`config.mk`:
```
export PLATFORM = sky130hd
export DESIGN_NAME = imvc_irq_ctrl
export DESIGN_NICKNAME = d
export VERILOG_FILES = /design/src/design/imvc_pkg.sv /design/src/design/imvc_prio_enc.sv /design/src/design/imvc_irq_ctrl.sv
export SDC_FILE = /design/constraint.sdc
export NUM_CORES = 1
export LEC_CHECK = 0
export BUFFER_PORTS_ARGS = -buffer_cell sky130_fd_sc_hd__buf_4
export CORE_MARGIN = 5
export CORE_UTILIZATION = 46
export DETAILED_ROUTE_END_ITERATION = 8
export PLACE_DENSITY_LB_ADDON = 0.08
export SLEW_MARGIN = 20
export SYNTH_ARGS = -nofsm -noshare
export SYNTH_HDL_FRONTEND = slang
export SYNTH_SLANG_ARGS = --single-unit
```
`constraint.sdc`:
```
create_clock -name clock -period 1.76 [get_ports clock]
set_input_delay 0.264 -clock clock [delete_from_list [all_inputs] [get_ports clock]]
set_output_delay 0.264 -clock clock [all_outputs]
set_load 0.02 [all_outputs]
```
`src/design/imvc_pkg.sv`:
```
// shared constants for the interrupt mask, soft post and vector clear block
package imvc_pkg;

    // =====================================================================
    // register indices (byte address is four times the index)
    // =====================================================================
    localparam logic [7:0]  IMVC_IDX_POSTED     = 8'hda;
    localparam logic [7:0]  IMVC_IDX_MASK       = 8'he0;
    localparam logic [7:0]  IMVC_IDX_SWEN       = 8'he1;
    localparam logic [7:0]  IMVC_IDX_VC         = 8'he2;
    localparam logic [7:0]  IMVC_IDX_IRQ_STATUS = 8'hf0;
    localparam logic [7:0]  IMVC_IDX_IRQ_MASK   = 8'hf1;
    localparam int          IMVC_ADDR_W         = 12;

    // =====================================================================
    // source bit positions
    // =====================================================================
    localparam int          IMVC_SRC_VMON   = 0;
    localparam int          IMVC_SRC_ANALOG = 1;
    localparam int          IMVC_SRC_TOUCH  = 2;
    localparam int          IMVC_SRC_TIMER  = 3;
    localparam int          IMVC_SRC_PIN    = 4;
    localparam int          IMVC_SRC_SPI    = 5;
    localparam int          IMVC_SRC_SLEEP  = 6;
    localparam int          IMVC_SRC_I2C    = 7;
    localparam int          IMVC_SWEN_BIT   = 0;

    // =====================================================================
    // vector address low bytes
    // =====================================================================
    localparam logic [7:0]  IMVC_VEC_NONE   = 8'h00;
    localparam logic [7:0]  IMVC_VEC_VMON   = 8'h04;
    localparam logic [7:0]  IMVC_VEC_ANALOG = 8'h08;
    localparam logic [7:0]  IMVC_VEC_TOUCH  = 8'h0c;
    localparam logic [7:0]  IMVC_VEC_TIMER  = 8'h10;
    localparam logic [7:0]  IMVC_VEC_PIN    = 8'h14;
    localparam logic [7:0]  IMVC_VEC_SPI    = 8'h18;
    localparam logic [7:0]  IMVC_VEC_I2C    = 8'h1c;
    localparam logic [7:0]  IMVC_VEC_SLEEP  = 8'h20;

    // =====================================================================
    // reset values
    // =====================================================================
    localparam logic [7:0]  IMVC_RST_MASK   = 8'h00;
    localparam logic [7:0]  IMVC_RST_SWEN   = 8'h00;
    localparam logic [7:0]  IMVC_RST_POSTED = 8'h00;
    localparam logic [2:0]  IMVC_RST_STATUS = 3'h0;

    // =====================================================================
    // block interrupt event bits
    // =====================================================================
    localparam int          IMVC_EVT_NEW_PEND  = 0;
    localparam int          IMVC_EVT_CLEAR_ALL = 1;
    localparam int          IMVC_EVT_SERVICE   = 2;

    // =====================================================================
    // bus responses
    // =====================================================================
    localparam logic [1:0]  IMVC_RESP_OKAY   = 2'h0;
    localparam logic [1:0]  IMVC_RESP_SLVERR = 2'h2;

endpackage

```
`src/design/imvc_prio_enc.sv`:
```
// registered priority encoder from pending set to vector byte
`timescale 1ns/100ps
module imvc_prio_enc
    import imvc_pkg::*;
(
    input  wire logic       clock,
    input  wire logic       rst_n,
    input  wire logic [7:0] pending,
    output logic      [7:0] vector,
    output logic      [7:0] select
);

    // =====================================================================
    // fixed priority walk, highest first
    // =====================================================================
    function automatic logic [15:0] imvc_encode(input logic [7:0] p);
        logic [15:0] r;
        r = {8'h00, IMVC_VEC_NONE};
        if (p[IMVC_SRC_VMON]) begin                                   // [RQ12]
            r = {8'h01 << IMVC_SRC_VMON, IMVC_VEC_VMON};
        end else if (p[IMVC_SRC_ANALOG]) begin
            r = {8'h01 << IMVC_SRC_ANALOG, IMVC_VEC_ANALOG};
        end else if (p[IMVC_SRC_TOUCH]) begin
            r = {8'h01 << IMVC_SRC_TOUCH, IMVC_VEC_TOUCH};
        end else if (p[IMVC_SRC_TIMER]) begin
            r = {8'h01 << IMVC_SRC_TIMER, IMVC_VEC_TIMER};
        end else if (p[IMVC_SRC_PIN]) begin
            r = {8'h01 << IMVC_SRC_PIN, IMVC_VEC_PIN};
        end else if (p[IMVC_SRC_SPI]) begin
            r = {8'h01 << IMVC_SRC_SPI, IMVC_VEC_SPI};
        end else if (p[IMVC_SRC_I2C]) begin
            r = {8'h01 << IMVC_SRC_I2C, IMVC_VEC_I2C};
        end else if (p[IMVC_SRC_SLEEP]) begin
            r = {8'h01 << IMVC_SRC_SLEEP, IMVC_VEC_SLEEP};
        end
        return r;
    endfunction

    // re-evaluated every cycle so a later, higher request overtakes
    always_ff @(posedge clock or negedge rst_n) begin
        if (!rst_n) begin
            vector <= IMVC_VEC_NONE;
            select <= 8'h00;
        end else begin
            {select, vector} <= imvc_encode(pending);                 // [RQ4] [RQ6]
        end
    end
endmodule

```
`src/design/imvc_irq_ctrl.sv`:
```
// interrupt mask, soft post and vector clear block with axi4-lite registers
//
// Overview of operation
// RQ1: mask zero blocks pending, posting still happens
// RQ2: each mask bit gates only its source
// RQ3: fixed source to bit position map
// RQ4: higher pending request presented before lower
// RQ5: soft post enable bit zero, rest reserved
// RQ6: vector read gives highest pending low byte
// RQ7: vector read zero when nothing pending
// RQ8: read harmless; service removes highest pending
// RQ9: any vector write clears posted and pending
// RQ10: enable selects write-zero clear or write-one post
// RQ11: posted register read shows posted requests
// RQ12: vectors four apart in fixed priority
// RQ13: event during clear-all stays posted
`timescale 1ns/100ps
module imvc_irq_ctrl
    import imvc_pkg::*;
(
    input  wire logic                   clock,
    input  wire logic                   rst_n,
    // peripheral events, same clock
    input  wire logic [7:0]             src_event,
    // cpu core side
    input  wire logic                   cpu_ack,
    output logic                        cpu_irq,
    output logic      [7:0]             cpu_vector,
    output logic                        irq_out,
    // axi4-lite slave
    input  wire logic [IMVC_ADDR_W-1:0] s_axi_awaddr,
    input  wire logic                   s_axi_awvalid,
    output logic                        s_axi_awready,
    input  wire logic [31:0]            s_axi_wdata,
    input  wire logic [3:0]             s_axi_wstrb,
    input  wire logic                   s_axi_wvalid,
    output logic                        s_axi_wready,
    output logic      [1:0]             s_axi_bresp,
    output logic                        s_axi_bvalid,
    input  wire logic                   s_axi_bready,
    input  wire logic [IMVC_ADDR_W-1:0] s_axi_araddr,
    input  wire logic                   s_axi_arvalid,
    output logic                        s_axi_arready,
    output logic      [31:0]            s_axi_rdata,
    output logic      [1:0]             s_axi_rresp,
    output logic                        s_axi_rvalid,
    input  wire logic                   s_axi_rready
);

    // =====================================================================
    // declarations
    // =====================================================================
    logic [7:0]             irq_source_mask;
    logic                   soft_post_enable;
    logic [7:0]             posted_flag_reg;
    logic [7:0]             pending;
    logic [7:0]             pending_d;
    logic [7:0]             enc_vector;
    logic [7:0]             enc_select;
    logic [2:0]             irq_status;
    logic [2:0]             irq_mask;
    logic [2:0]             events;
    logic                   aw_held;
    logic                   w_held;
    logic [IMVC_ADDR_W-1:0] aw_addr_q;
    logic [7:0]             w_data_q;
    logic                   w_lane0_q;
    logic                   aw_take;
    logic                   w_take;
    logic                   ar_take;
    logic                   wr_do;
    logic                   wr_lane;
    logic                   next_aw_held;
    logic                   next_w_held;
    logic                   next_bvalid;
    logic                   next_rvalid;
    logic                   wr_posted;
    logic                   wr_vc;
    logic                   rd_status;
    logic [7:0]             post_set;
    logic [7:0]             post_clr;
    logic [7:0]             rd_byte;
    logic                   rd_hit;

    // =====================================================================
    // address decode
    // =====================================================================
    function automatic logic imvc_hit(input logic [IMVC_ADDR_W-1:0] a,
                                      input logic [7:0] idx);
        return (a[IMVC_ADDR_W-1:10] == 2'h0) && (a[9:2] == idx);
    endfunction

    function automatic logic imvc_mapped(input logic [IMVC_ADDR_W-1:0] a);
        return imvc_hit(a, IMVC_IDX_POSTED) || imvc_hit(a, IMVC_IDX_MASK)
            || imvc_hit(a, IMVC_IDX_SWEN) || imvc_hit(a, IMVC_IDX_VC)
            || imvc_hit(a, IMVC_IDX_IRQ_STATUS) || imvc_hit(a, IMVC_IDX_IRQ_MASK);
    endfunction

    // =====================================================================
    // write channels: address and data taken in either order
    // =====================================================================
    assign aw_take      = s_axi_awvalid && s_axi_awready;
    assign w_take       = s_axi_wvalid && s_axi_wready;
    assign wr_do        = aw_held && w_held && !s_axi_bvalid;
    assign wr_lane      = wr_do && w_lane0_q;
    assign next_aw_held = (aw_held || aw_take) && !wr_do;
    assign next_w_held  = (w_held || w_take) && !wr_do;
    assign next_bvalid  = wr_do || (s_axi_bvalid && !s_axi_bready);
    assign wr_posted    = wr_lane && imvc_hit(aw_addr_q, IMVC_IDX_POSTED);
    assign wr_vc        = wr_lane && imvc_hit(aw_addr_q, IMVC_IDX_VC);

    always_ff @(posedge clock or negedge rst_n) begin
        if (!rst_n) begin
            aw_held   <= 1'b0;
            w_held    <= 1'b0;
            aw_addr_q <= '0;
            w_data_q  <= 8'h00;
            w_lane0_q <= 1'b0;
        end else begin
            aw_held <= next_aw_held;
            w_held  <= next_w_held;
            if (aw_take) begin
                aw_addr_q <= s_axi_awaddr;
            end
            if (w_take) begin
                w_data_q  <= s_axi_wdata[7:0];
                w_lane0_q <= s_axi_wstrb[0];
            end
        end
    end

    always_ff @(posedge clock or negedge rst_n) begin
        if (!rst_n) begin
            s_axi_awready <= 1'b0;
            s_axi_wready  <= 1'b0;
            s_axi_bvalid  <= 1'b0;
            s_axi_bresp   <= IMVC_RESP_OKAY;
        end else begin
            s_axi_awready <= !next_aw_held && !next_bvalid;
            s_axi_wready  <= !next_w_held && !next_bvalid;
            s_axi_bvalid  <= next_bvalid;
            if (wr_do) begin
                s_axi_bresp <= imvc_mapped(aw_addr_q) ? IMVC_RESP_OKAY : IMVC_RESP_SLVERR;
            end
        end
    end

    // =====================================================================
    // control registers
    // =====================================================================
    always_ff @(posedge clock or negedge rst_n) begin
        if (!rst_n) begin
            irq_source_mask  <= IMVC_RST_MASK;
            soft_post_enable <= IMVC_RST_SWEN[IMVC_SWEN_BIT];
            irq_mask         <= IMVC_RST_STATUS;
        end else if (wr_lane) begin
            if (imvc_hit(aw_addr_q, IMVC_IDX_MASK)) begin
                irq_source_mask <= w_data_q;                           // [RQ3]
            end
            if (imvc_hit(aw_addr_q, IMVC_IDX_SWEN)) begin
                soft_post_enable <= w_data_q[IMVC_SWEN_BIT];           // [RQ5]
            end
            if (imvc_hit(aw_addr_q, IMVC_IDX_IRQ_MASK)) begin
                irq_mask <= w_data_q[2:0];
            end
        end
    end

    // =====================================================================
    // posted and pending requests
    // =====================================================================
    always_comb begin
        post_set = src_event;
        post_clr = 8'h00;
        if (wr_posted && soft_post_enable) begin
            post_set = post_set | w_data_q;                            // [RQ10]
        end
        if (wr_posted && !soft_post_enable) begin
            post_clr = ~w_data_q;                                      // [RQ10]
        end
        if (cpu_ack) begin
            post_clr = post_clr | enc_select;                          // [RQ8]
        end
        if (wr_vc) begin
            post_clr = 8'hff;                                          // [RQ9]
        end
    end

    // set after clear, so a fresh event survives any clear
    always_ff @(posedge clock or negedge rst_n) begin
        if (!rst_n) begin
            posted_flag_reg <= IMVC_RST_POSTED;
        end else begin
            posted_flag_reg <= (posted_flag_reg & ~post_clr) | post_set; // [RQ13] [RQ1]
        end
    end

    assign pending = posted_flag_reg & irq_source_mask;                // [RQ1] [RQ2]

    imvc_prio_enc u_prio_enc (
        .clock   (clock),
        .rst_n   (rst_n),
        .pending (pending),
        .vector  (enc_vector),
        .select  (enc_select)
    );

    always_ff @(posedge clock or negedge rst_n) begin
        if (!rst_n) begin
            cpu_irq    <= 1'b0;
            cpu_vector <= IMVC_VEC_NONE;
            pending_d  <= 8'h00;
        end else begin
            cpu_irq    <= (pending != 8'h00) && !wr_vc;
            cpu_vector <= enc_vector;
            pending_d  <= pending;
        end
    end

    // =====================================================================
    // block interrupt: sticky status, read clears, set wins
    // =====================================================================
    assign events[IMVC_EVT_NEW_PEND]  = (pending & ~pending_d) != 8'h00;
    assign events[IMVC_EVT_CLEAR_ALL] = wr_vc;
    assign events[IMVC_EVT_SERVICE]   = cpu_ack && (enc_select != 8'h00);
    assign rd_status = ar_take && imvc_hit(s_axi_araddr, IMVC_IDX_IRQ_STATUS);

    always_ff @(posedge clock or negedge rst_n) begin
        if (!rst_n) begin
            irq_status <= IMVC_RST_STATUS;
            irq_out    <= 1'b0;
        end else begin
            irq_status <= (rd_status ? 3'h0 : irq_status) | events;
            irq_out    <= (irq_status & irq_mask) != 3'h0;
        end
    end

    // =====================================================================
    // read channel
    // =====================================================================
    assign ar_take     = s_axi_arvalid && s_axi_arready;
    assign next_rvalid = ar_take || (s_axi_rvalid && !s_axi_rready);

    always_comb begin
        rd_byte = 8'h00;
        rd_hit  = 1'b1;
        if (imvc_hit(s_axi_araddr, IMVC_IDX_POSTED)) begin
            rd_byte = posted_flag_reg;                                 // [RQ11]
        end else if (imvc_hit(s_axi_araddr, IMVC_IDX_MASK)) begin
            rd_byte = irq_source_mask;
        end else if (imvc_hit(s_axi_araddr, IMVC_IDX_SWEN)) begin
            rd_byte = {7'h00, soft_post_enable};                       // [RQ5]
        end else if (imvc_hit(s_axi_araddr, IMVC_IDX_VC)) begin
            rd_byte = enc_vector;                                      // [RQ6] [RQ7]
        end else if (imvc_hit(s_axi_araddr, IMVC_IDX_IRQ_STATUS)) begin
            rd_byte = {5'h00, irq_status};
        end else if (imvc_hit(s_axi_araddr, IMVC_IDX_IRQ_MASK)) begin
            rd_byte = {5'h00, irq_mask};
        end else begin
            rd_hit = 1'b0;
        end
    end

    always_ff @(posedge clock or negedge rst_n) begin
        if (!rst_n) begin
            s_axi_arready <= 1'b0;
            s_axi_rvalid  <= 1'b0;
            s_axi_rdata   <= 32'h0000_0000;
            s_axi_rresp   <= IMVC_RESP_OKAY;
        end else begin
            s_axi_arready <= !next_rvalid;
            s_axi_rvalid  <= next_rvalid;
            if (ar_take) begin
                s_axi_rdata <= {24'h00_0000, rd_byte};
                s_axi_rresp <= rd_hit ? IMVC_RESP_OKAY : IMVC_RESP_SLVERR;
            end
        end
    end
endmodule

```
==> qor.csv, run 1 <==
stage;metric;value;unit
clock_network;clk_lat worst skew;0.35;ns
worst_setup_path;max incr delay on CP;0.39;ns
worst_setup_path;worst path bufs/invs;1;
worst_setup_path;Crit-path slowest cell;dfrtp_1;
routing;number of DRC markers in iteration 0;172;
power_and_ir_drop;leakage;2.41;nW
status;violated checks;setup timing;
logic_synthesis;FF+latch count, synth;83;
die;die area;0.0102;mm^2
logic_synthesis;top-area cell type share of the netlist area;0.543;
routing;Post-Route WL;8840;um
worst_setup_path;Critical Path, Cell by Cell;nand4bb_4 -> and2b_1 -> and3_4 -> nor4bb_4 -> buf_4 -> mux2_4;
final_layout;Area growth, synth to finish;25.9;%
worst_setup_path;CP required;1.99;ns
sta;Final Max Slew Viols;0;
clock_network;CTS Buf Count;9;
worst_setup_path;Crit Path Max Fanout;4;
sta;final setup TNS;-1.55;ns
logic_synthesis;largest family of logic cells by synthesized area;simple AND/OR/NAND/NOR gates;
final_layout;utilization after layout;0.589;
routing;# DRC;0;
clock_network;Clock Tree Buf Depth;2;
sta;setup slack after layout;-0.136;ns
routing;Vias;2840;
clock_network;Clk pin slew, worst setup/hold paths;0.09;ns
logic_synthesis;synthesized netlist cell count;341;
job;max-cap violation count;0;
status;status;complete, but fails checks;
logic_synthesis;Area contributors post-synth;dfrtp_1 (54%), mux2_2 (7.1%), buf_4 (5.9%), nand2_1 (4.5%), mux2_4 (3.1%);
worst_setup_path;crit path DAT;2.13;ns
logic_synthesis;Post-synth ARST share;1.00;
place;dpl ws;-0.146;ns
sta;Slew @ Worst Pin;0.544;ns
die;Placeable Area;0.00818;mm^2
logic_synthesis;warnings from Yosys;0;
sta;RSZ-0062 raised after global routing;true;
sta;crit share post-route;1.08;
place;DP HPWL;6570;um
worst_setup_path;delay-heaviest family, CP;simple AND/OR/NAND/NOR gates;
sta;Max Clock Freq;527;MHz
sta;clock skew;0.00981;ns
die;I/O pins;127;
logic_synthesis;multiplexer share of the synthesized area;0.116;
final_layout;Layout Nets;513;
die;Die W;101;um
routing;First-pass DRT Iterations;4;
logic_synthesis;post-synthesis simple-gate area fraction;0.160;
final_layout;Biggest register;aw_addr_q;
grt;pin count of the biggest net entering global routing;36;
final_layout;ratio of cells with drive above 1 in the final layout;0.337;
grt;vias in the first global route;2718;
logic_synthesis;Avg Inst Size Synth;11.2;um^2
die;die span in y;101;um
routing;drt wl/cell;16.2;um
hold_path;Tightest Hold Check Type;primary input to flip-flop;
routing;DRT antenna net count;0;
worst_setup_path;crit start category;flip-flop;
final_layout;sequential cell area;0.00208;mm^2
place;RD Place Congestion;0.864;
final_layout;n_diodes;0;
grt;first-pass GRT wire length;13800;um
worst_setup_path;CP Capture Type;flip-flop;
logic_synthesis;Mapped Area;0.00382;mm^2
clock_network;clock root buffer;clkbuf_8;
die;Initial Util;0.468;
logic_synthesis;register area share after synthesis;0.543;
sta;Fin. Hold Viols;0;
routing;Vias per Instance;5.19;
grt;initial antenna violation count;0;
sta;minimum clock period;1.90;ns
sta;slew margin rel.;0.636;
grt;GRT Total Usage;0.175;
sta;# setup viols final;19;
grt;Remaining Overflow, GRT;0;
logic_synthesis;Compound-Gate Fraction of Synth Area;0.101;
logic_synthesis;post-synth cell types;47;
clock_network;H-tree level count;3;
logic_synthesis;Yosys top cell by area;dfrtp_1;
final_layout;Fillers;694;
die;Core Rows;33;
clock_network;Sink Count;83;
logic_synthesis;adder-cell area share of the yosys netlist;0;
final_layout;most frequent cells in the layout;buf_4 (87), dfrtp_1 (82), nand2_1 (46);
final_layout;commonest non-fill, non-tap cell in the layout;buf_4;
worst_setup_path;Crit Path Class;flip-flop to flip-flop;
logic_synthesis;Post-synth top flop;dfrtp_1;
final_layout;area of the multi-input gates;0.00159;mm^2
logic_synthesis;XOR/XNOR share of the synthesized area;0;
logic_synthesis;number of synthesized flops with an enable pin;0;
power_and_ir_drop;P per Cell Area;1130;mW/mm^2
final_layout;number of flip-flops in the largest register;10;
clock_network;CTS tree;yes;
power_and_ir_drop;total chip power;0.00544;W
power_and_ir_drop;worst vdd ir;880;uV
place;# port buffers;65;
## power breakdown
group | leakage, nW | switching, W | internal (W)
Combinational | 1.26 | 0.000612 | 0.000719
Clock | 0.108 | 0.000735 | 0.000812
Sequential | 1.04 | 0.000293 | 0.00227
Total | 2.41 | 0.00164 | 0.00380
## through the flow
step	instances	area [um^2]	hold slack, ns
6_report	547	4820	0.0863
5_1_grt	547	4820	0.0717
4_1_cts	545	4750	0.0730
3_5_place_dp	527	4500	0.252
3_3_place_gp	527	4500	0.252
2_1_floorplan	370	3940	-0.0316
## kinds of logic after synthesis
kind of cell / after synthesis
mux: 36
compound gates: 58
simple gates: 115
buf+inv: 48
other cells: 1
flops: 83
## per-layer routing
| layer | vias to the layer above | track usage | share of wire |
|---|---|---|---|
| li1 | 1347 | - | - |
| met1 | 1370 | 0.241 | 0.45 |
| met2 | 105 | 0.273 | 0.46 |
| met3 | 18 | 0.0372 | 0.071 |
| met4 | 0 | 0.0634 | 0.017 |
| met5 | - | 0 | 0 |
## synth_stat cells (4+ instances only)
| library cell | n |
|---|---|
| nand3_1 | 12 |
| nand4_1 | 4 |
| mux2_4 | 8 |
| buf_4 | 30 |
| a21o_1 | 8 |
| a41o_1 | 8 |
| dfrtp_1 | 83 |
| clkbuf_1 | 4 |
| nand2_1 | 46 |
| o22ai_1 | 4 |
| inv_1 | 11 |
| a21oi_1 | 13 |
| o21ai_0 | 13 |
| nor2_1 | 20 |
| nor2b_1 | 4 |
| mux2_2 | 24 |
## cell type report
type                            instances  area share
Clock buffer                            9      0.0257
Clock inverter                          7      0.0208
Inverter                               11     0.00857
Multi-Input combinational cell        239       0.330
Sequential cell                        83       0.431
Tap cell                              105      0.0273
Timing Repair Buffer                   93       0.156
## final timing paths
check                                     startpoint            endpoint  slack [ns]  cells after the start
worst max-delay path                    aw_addr_q[4]  irq_source_mask[1]       -0.14                      6
min in group asynchronous                      rst_n        aw_addr_q[6]        0.43                      2
worst max register to register          aw_addr_q[4]  irq_source_mask[1]       -0.14                      6
max in group asynchronous                      rst_n        s_axi_rvalid        0.76                      3
worst min register to register  u_prio_enc.vector[3]       cpu_vector[3]        0.38                      0
worst min-delay path                    src_event[4]  posted_flag_reg[4]        0.09                      2
## timing repair
item | CTS | global route
hold buffers | 1 | 0
gates cloned | 0 | 1
endpoints found under the setup margin | 11 | 20
gates resized for setup | 2 | 6
buffers inserted | 2 | 2
pin swaps | 2 | 2
endpoints found under the hold margin | 32 | 0
No activity file was read; power rests on OpenSTA's default activity.
==> run 2: changes to the inputs <==
--- a/config.mk
+++ b/config.mk
@@ -10,7 +10,9 @@
 export CORE_UTILIZATION = 46
 export DETAILED_ROUTE_END_ITERATION = 8
 export PLACE_DENSITY_LB_ADDON = 0.08
+export SETUP_SLACK_MARGIN = 0.1
 export SLEW_MARGIN = 20
 export SYNTH_ARGS = -nofsm -noshare
 export SYNTH_HDL_FRONTEND = slang
+export SYNTH_HIERARCHICAL = 1
 export SYNTH_SLANG_ARGS = --single-unit
==> qor.csv, run 2 <==
stage;metric;value;unit;change
power_and_ir_drop;leakage;2.47;nW;+2.4%
worst_setup_path;Critical Path, Cell by Cell;and4b_2 -> and4b_1 -> nand3_2 -> mux2_1;;
sta;slew margin rel.;0.667;;+0.0302
die;Initial Util;0.471;;+0.00359
logic_synthesis;XOR/XNOR share of the synthesized area;0;;unchanged
grt;GRT Total Usage;0.170;;-0.00454
final_layout;commonest non-fill, non-tap cell in the layout;dfrtp_1;;
logic_synthesis;adder-cell area share of the yosys netlist;0;;unchanged
place;RD Place Congestion;0.816;;-5.6%
clock_network;Clk pin slew, worst setup/hold paths;0.09;ns;about the same
clock_network;clock root buffer;clkbuf_8;;
status;status;completed;;
worst_setup_path;max incr delay on CP;0.42;ns;+0.03 ns
grt;initial antenna violation count;0;;unchanged
worst_setup_path;Crit-path slowest cell;dfrtp_2;;
worst_setup_path;crit path DAT;1.84;ns;-0.29 ns
logic_synthesis;post-synthesis simple-gate area fraction;0.135;;-0.0248
logic_synthesis;top-area cell type share of the netlist area;0.536;;-0.00741
routing;number of DRC markers in iteration 0;93;;-46%
clock_network;Sink Count;88;;+6.0%
sta;crit share post-route;0.910;;-0.168
sta;Slew @ Worst Pin;0.499;ns;-0.0451 ns
final_layout;area of the multi-input gates;0.00164;mm^2;+3.1%
sta;Max Clock Freq;625;MHz;+18%
grt;vias in the first global route;3014;;+11%
sta;RSZ-0062 raised after global routing;false;;
sta;Final Max Slew Viols;0;;unchanged
final_layout;Area growth, synth to finish;18.9;%;
sta;final setup TNS;0;ns;+1.55 ns
logic_synthesis;synthesized netlist cell count;364;;+6.7%
logic_synthesis;Post-synth top flop;dfrtp_1;;
hold_path;Tightest Hold Check Type;primary input to flip-flop;;
final_layout;number of flip-flops in the largest register;10;;unchanged
logic_synthesis;warnings from Yosys;6;;+6
sta;Hold WS;0.0864;ns;+0.000162 ns
logic_synthesis;multiplexer share of the synthesized area;0.102;;-0.0139
power_and_ir_drop;worst vdd ir;620;uV;-30%
logic_synthesis;Post-synth ARST share;1.00;;unchanged
logic_synthesis;Yosys top cell by area;dfrtp_1;;
grt;Remaining Overflow, GRT;0;;unchanged
grt;first-pass GRT wire length;15100;um;+9.8%
routing;# DRC;0;;unchanged
power_and_ir_drop;P per Cell Area;1020;mW/mm^2;-9.4%
clock_network;H-tree level count;3;;unchanged
final_layout;ratio of cells with drive above 1 in the final layout;0.303;;-0.0342
clock_network;CTS Buf Count;9;;unchanged
logic_synthesis;register area share after synthesis;0.536;;-0.00741
routing;DRT antenna net count;0;;unchanged
logic_synthesis;Compound-Gate Fraction of Synth Area;0.131;;+0.0291
die;Die W;105;um;+3.3%
logic_synthesis;post-synth cell types;60;;+28%
worst_setup_path;Crit Path Max Fanout;4;;unchanged
routing;Vias;2930;;+3.2%
logic_synthesis;FF+latch count, synth;88;;+6.0%
final_layout;Biggest register;aw_addr_q;;
clock_network;clk_lat worst skew;0.35;ns;about the same
sta;# setup viols final;0;;-19
worst_setup_path;crit start category;flip-flop;;
worst_setup_path;CP required;2.00;ns;about the same
die;Placeable Area;0.00872;mm^2;+6.7%
routing;Post-Route WL;9030;um;+2.1%
final_layout;most frequent cells in the layout;dfrtp_1 (87), buf_4 (80), conb_1 (30);;
logic_synthesis;Area contributors post-synth;dfrtp_1 (54%), mux2_2 (6.3%), buf_4 (5.8%), inv_1 (2.6%), nand2_1 (2.5%);;
final_layout;Layout Nets;520;;+1.4%
die;I/O pins;127;;unchanged
final_layout;sequential cell area;0.00220;mm^2;+6.0%
job;max-cap violation count;0;;unchanged
logic_synthesis;Avg Inst Size Synth;11.3;um^2;+0.70%
logic_synthesis;top-count cell post-synth;dfrtp_1;;
clock_network;CTS tree;yes;;
sta;minimum clock period;1.60;ns;-0.295 ns
sta;Fin. Hold Viols;0;;unchanged
final_layout;Fillers;760;;+9.5%
routing;First-pass DRT Iterations;6;;+2
logic_synthesis;number of synthesized flops with an enable pin;0;;unchanged
logic_synthesis;Post-synth top cells;dfrtp_1 (88), buf_4 (32), inv_1 (28);;
die;die area;0.0109;mm^2;+6.7%
routing;Vias per Instance;5.26;;+1.3%
final_layout;n_diodes;0;;unchanged
place;# port buffers;69;;+6.2%
worst_setup_path;Crit Path Class;flip-flop to flip-flop;;
clock_network;Clock Tree Buf Depth;2;;unchanged
sta;clock skew;0.00951;ns;-0.000298 ns
die;die span in y;105;um;+3.3%
logic_synthesis;Mapped Area;0.00411;mm^2;+7.5%
routing;drt wl/cell;16.2;um;+0.23%
place;DP HPWL;6930;um;+5.5%
logic_synthesis;largest family of logic cells by synthesized area;simple AND/OR/NAND/NOR gates;;
grt;pin count of the biggest net entering global routing;40;;+11%
worst_setup_path;CP Capture Type;flip-flop;;
die;Core Rows;34;;+3.0%
[run 2: cells by family (layout without fill, tap and decap cells)]
family,Yosys count,in the layout
AND/OR/NAND/NOR,94,94
flip-flops,88,88
AO/OA/AOI/OAI,73,73
buffers and inverters,69,126
multiplexers,38,38
other,2,30
[run 2: metrics by stage]
stage | instances | power, W | setup WS, ns | cell area (um^2) | utilization
final | 557 | 0.00500 | 0.159 | 4890 | 0.560
after global routing | 557 | 0.00531 | 0.104 | 4890 | 0.560
after CTS | 556 | 0.00503 | 0.141 | 4870 | 0.558
after detailed placement | 539 | 0.00378 | 0.0860 | 4680 | 0.537
after global placement | 539 | 0.00374 | 0.127 | 4680 | 0.537
after floorplan | 392 | 0.00338 | 0.113 | 4220 | -
[run 2: worst max-delay path, delay by kind of cell, from the launching register on]
| family | cells | cell delay [ns] |
|---|---|---|
| DFF | 1 | 0.42 |
| muxes | 1 | 0.34 |
| and+or+nand+nor | 3 | 0.73 |
[run 2: what timing repair did]
item | CTS | global route
pin swaps | 0 | 2
gates resized for setup | 2 | 3
setup endpoints to repair | 3 | 8
hold endpoints to repair | 30 | 0
buffers inserted | 0 | 1
hold buffers | 1 | 0
[run 2: layout make-up]
class / count / area share
Clock buffer: 9 / 0.0253
Tap cell: 108 / 0.0276
Clock inverter: 7 / 0.00973
Inverter: 28 / 0.0215
Timing Repair Buffer: 82 / 0.129
Sequential cell: 88 / 0.451
Multi-Input combinational cell: 235 / 0.336
[run 2: metal layers]
| metal | vias to the layer above | track usage | routed length [um] |
|---|---|---|---|
| met1 | 1431 | 0.231 | 4090 |
| met4 | 0 | 0.0555 | 150 |
| li1 | 1402 | - | - |
| met3 | 12 | 0.0419 | 467 |
| met5 | - | 0 | 0 |
| met2 | 85 | 0.268 | 4310 |
[run 2: final timing paths]
kind,from,cells past startpoint,endpoint,slack [ns]
setup / recovery,s_axi_bvalid,4,irq_mask[0],0.16
hold / removal,s_axi_bready,2,s_axi_bvalid,0.09
setup reg to reg,s_axi_bvalid,4,irq_mask[0],0.16
hold reg to reg,u_prio_enc/vector[4],0,cpu_vector[4],0.39
max in group asynchronous,rst_n,3,s_axi_bvalid,0.76
min in group asynchronous,rst_n,2,u_prio_enc/select[5],0.39
[run 2: where the power goes]
group | switching (W) | total, W | internal [W]
clock | 0.000712 | 0.00122 | 0.000512
combinational | 0.000526 | 0.00110 | 0.000572
sequential | 0.000303 | 0.00268 | 0.00237
total | 0.00154 | 0.00500 | 0.00346
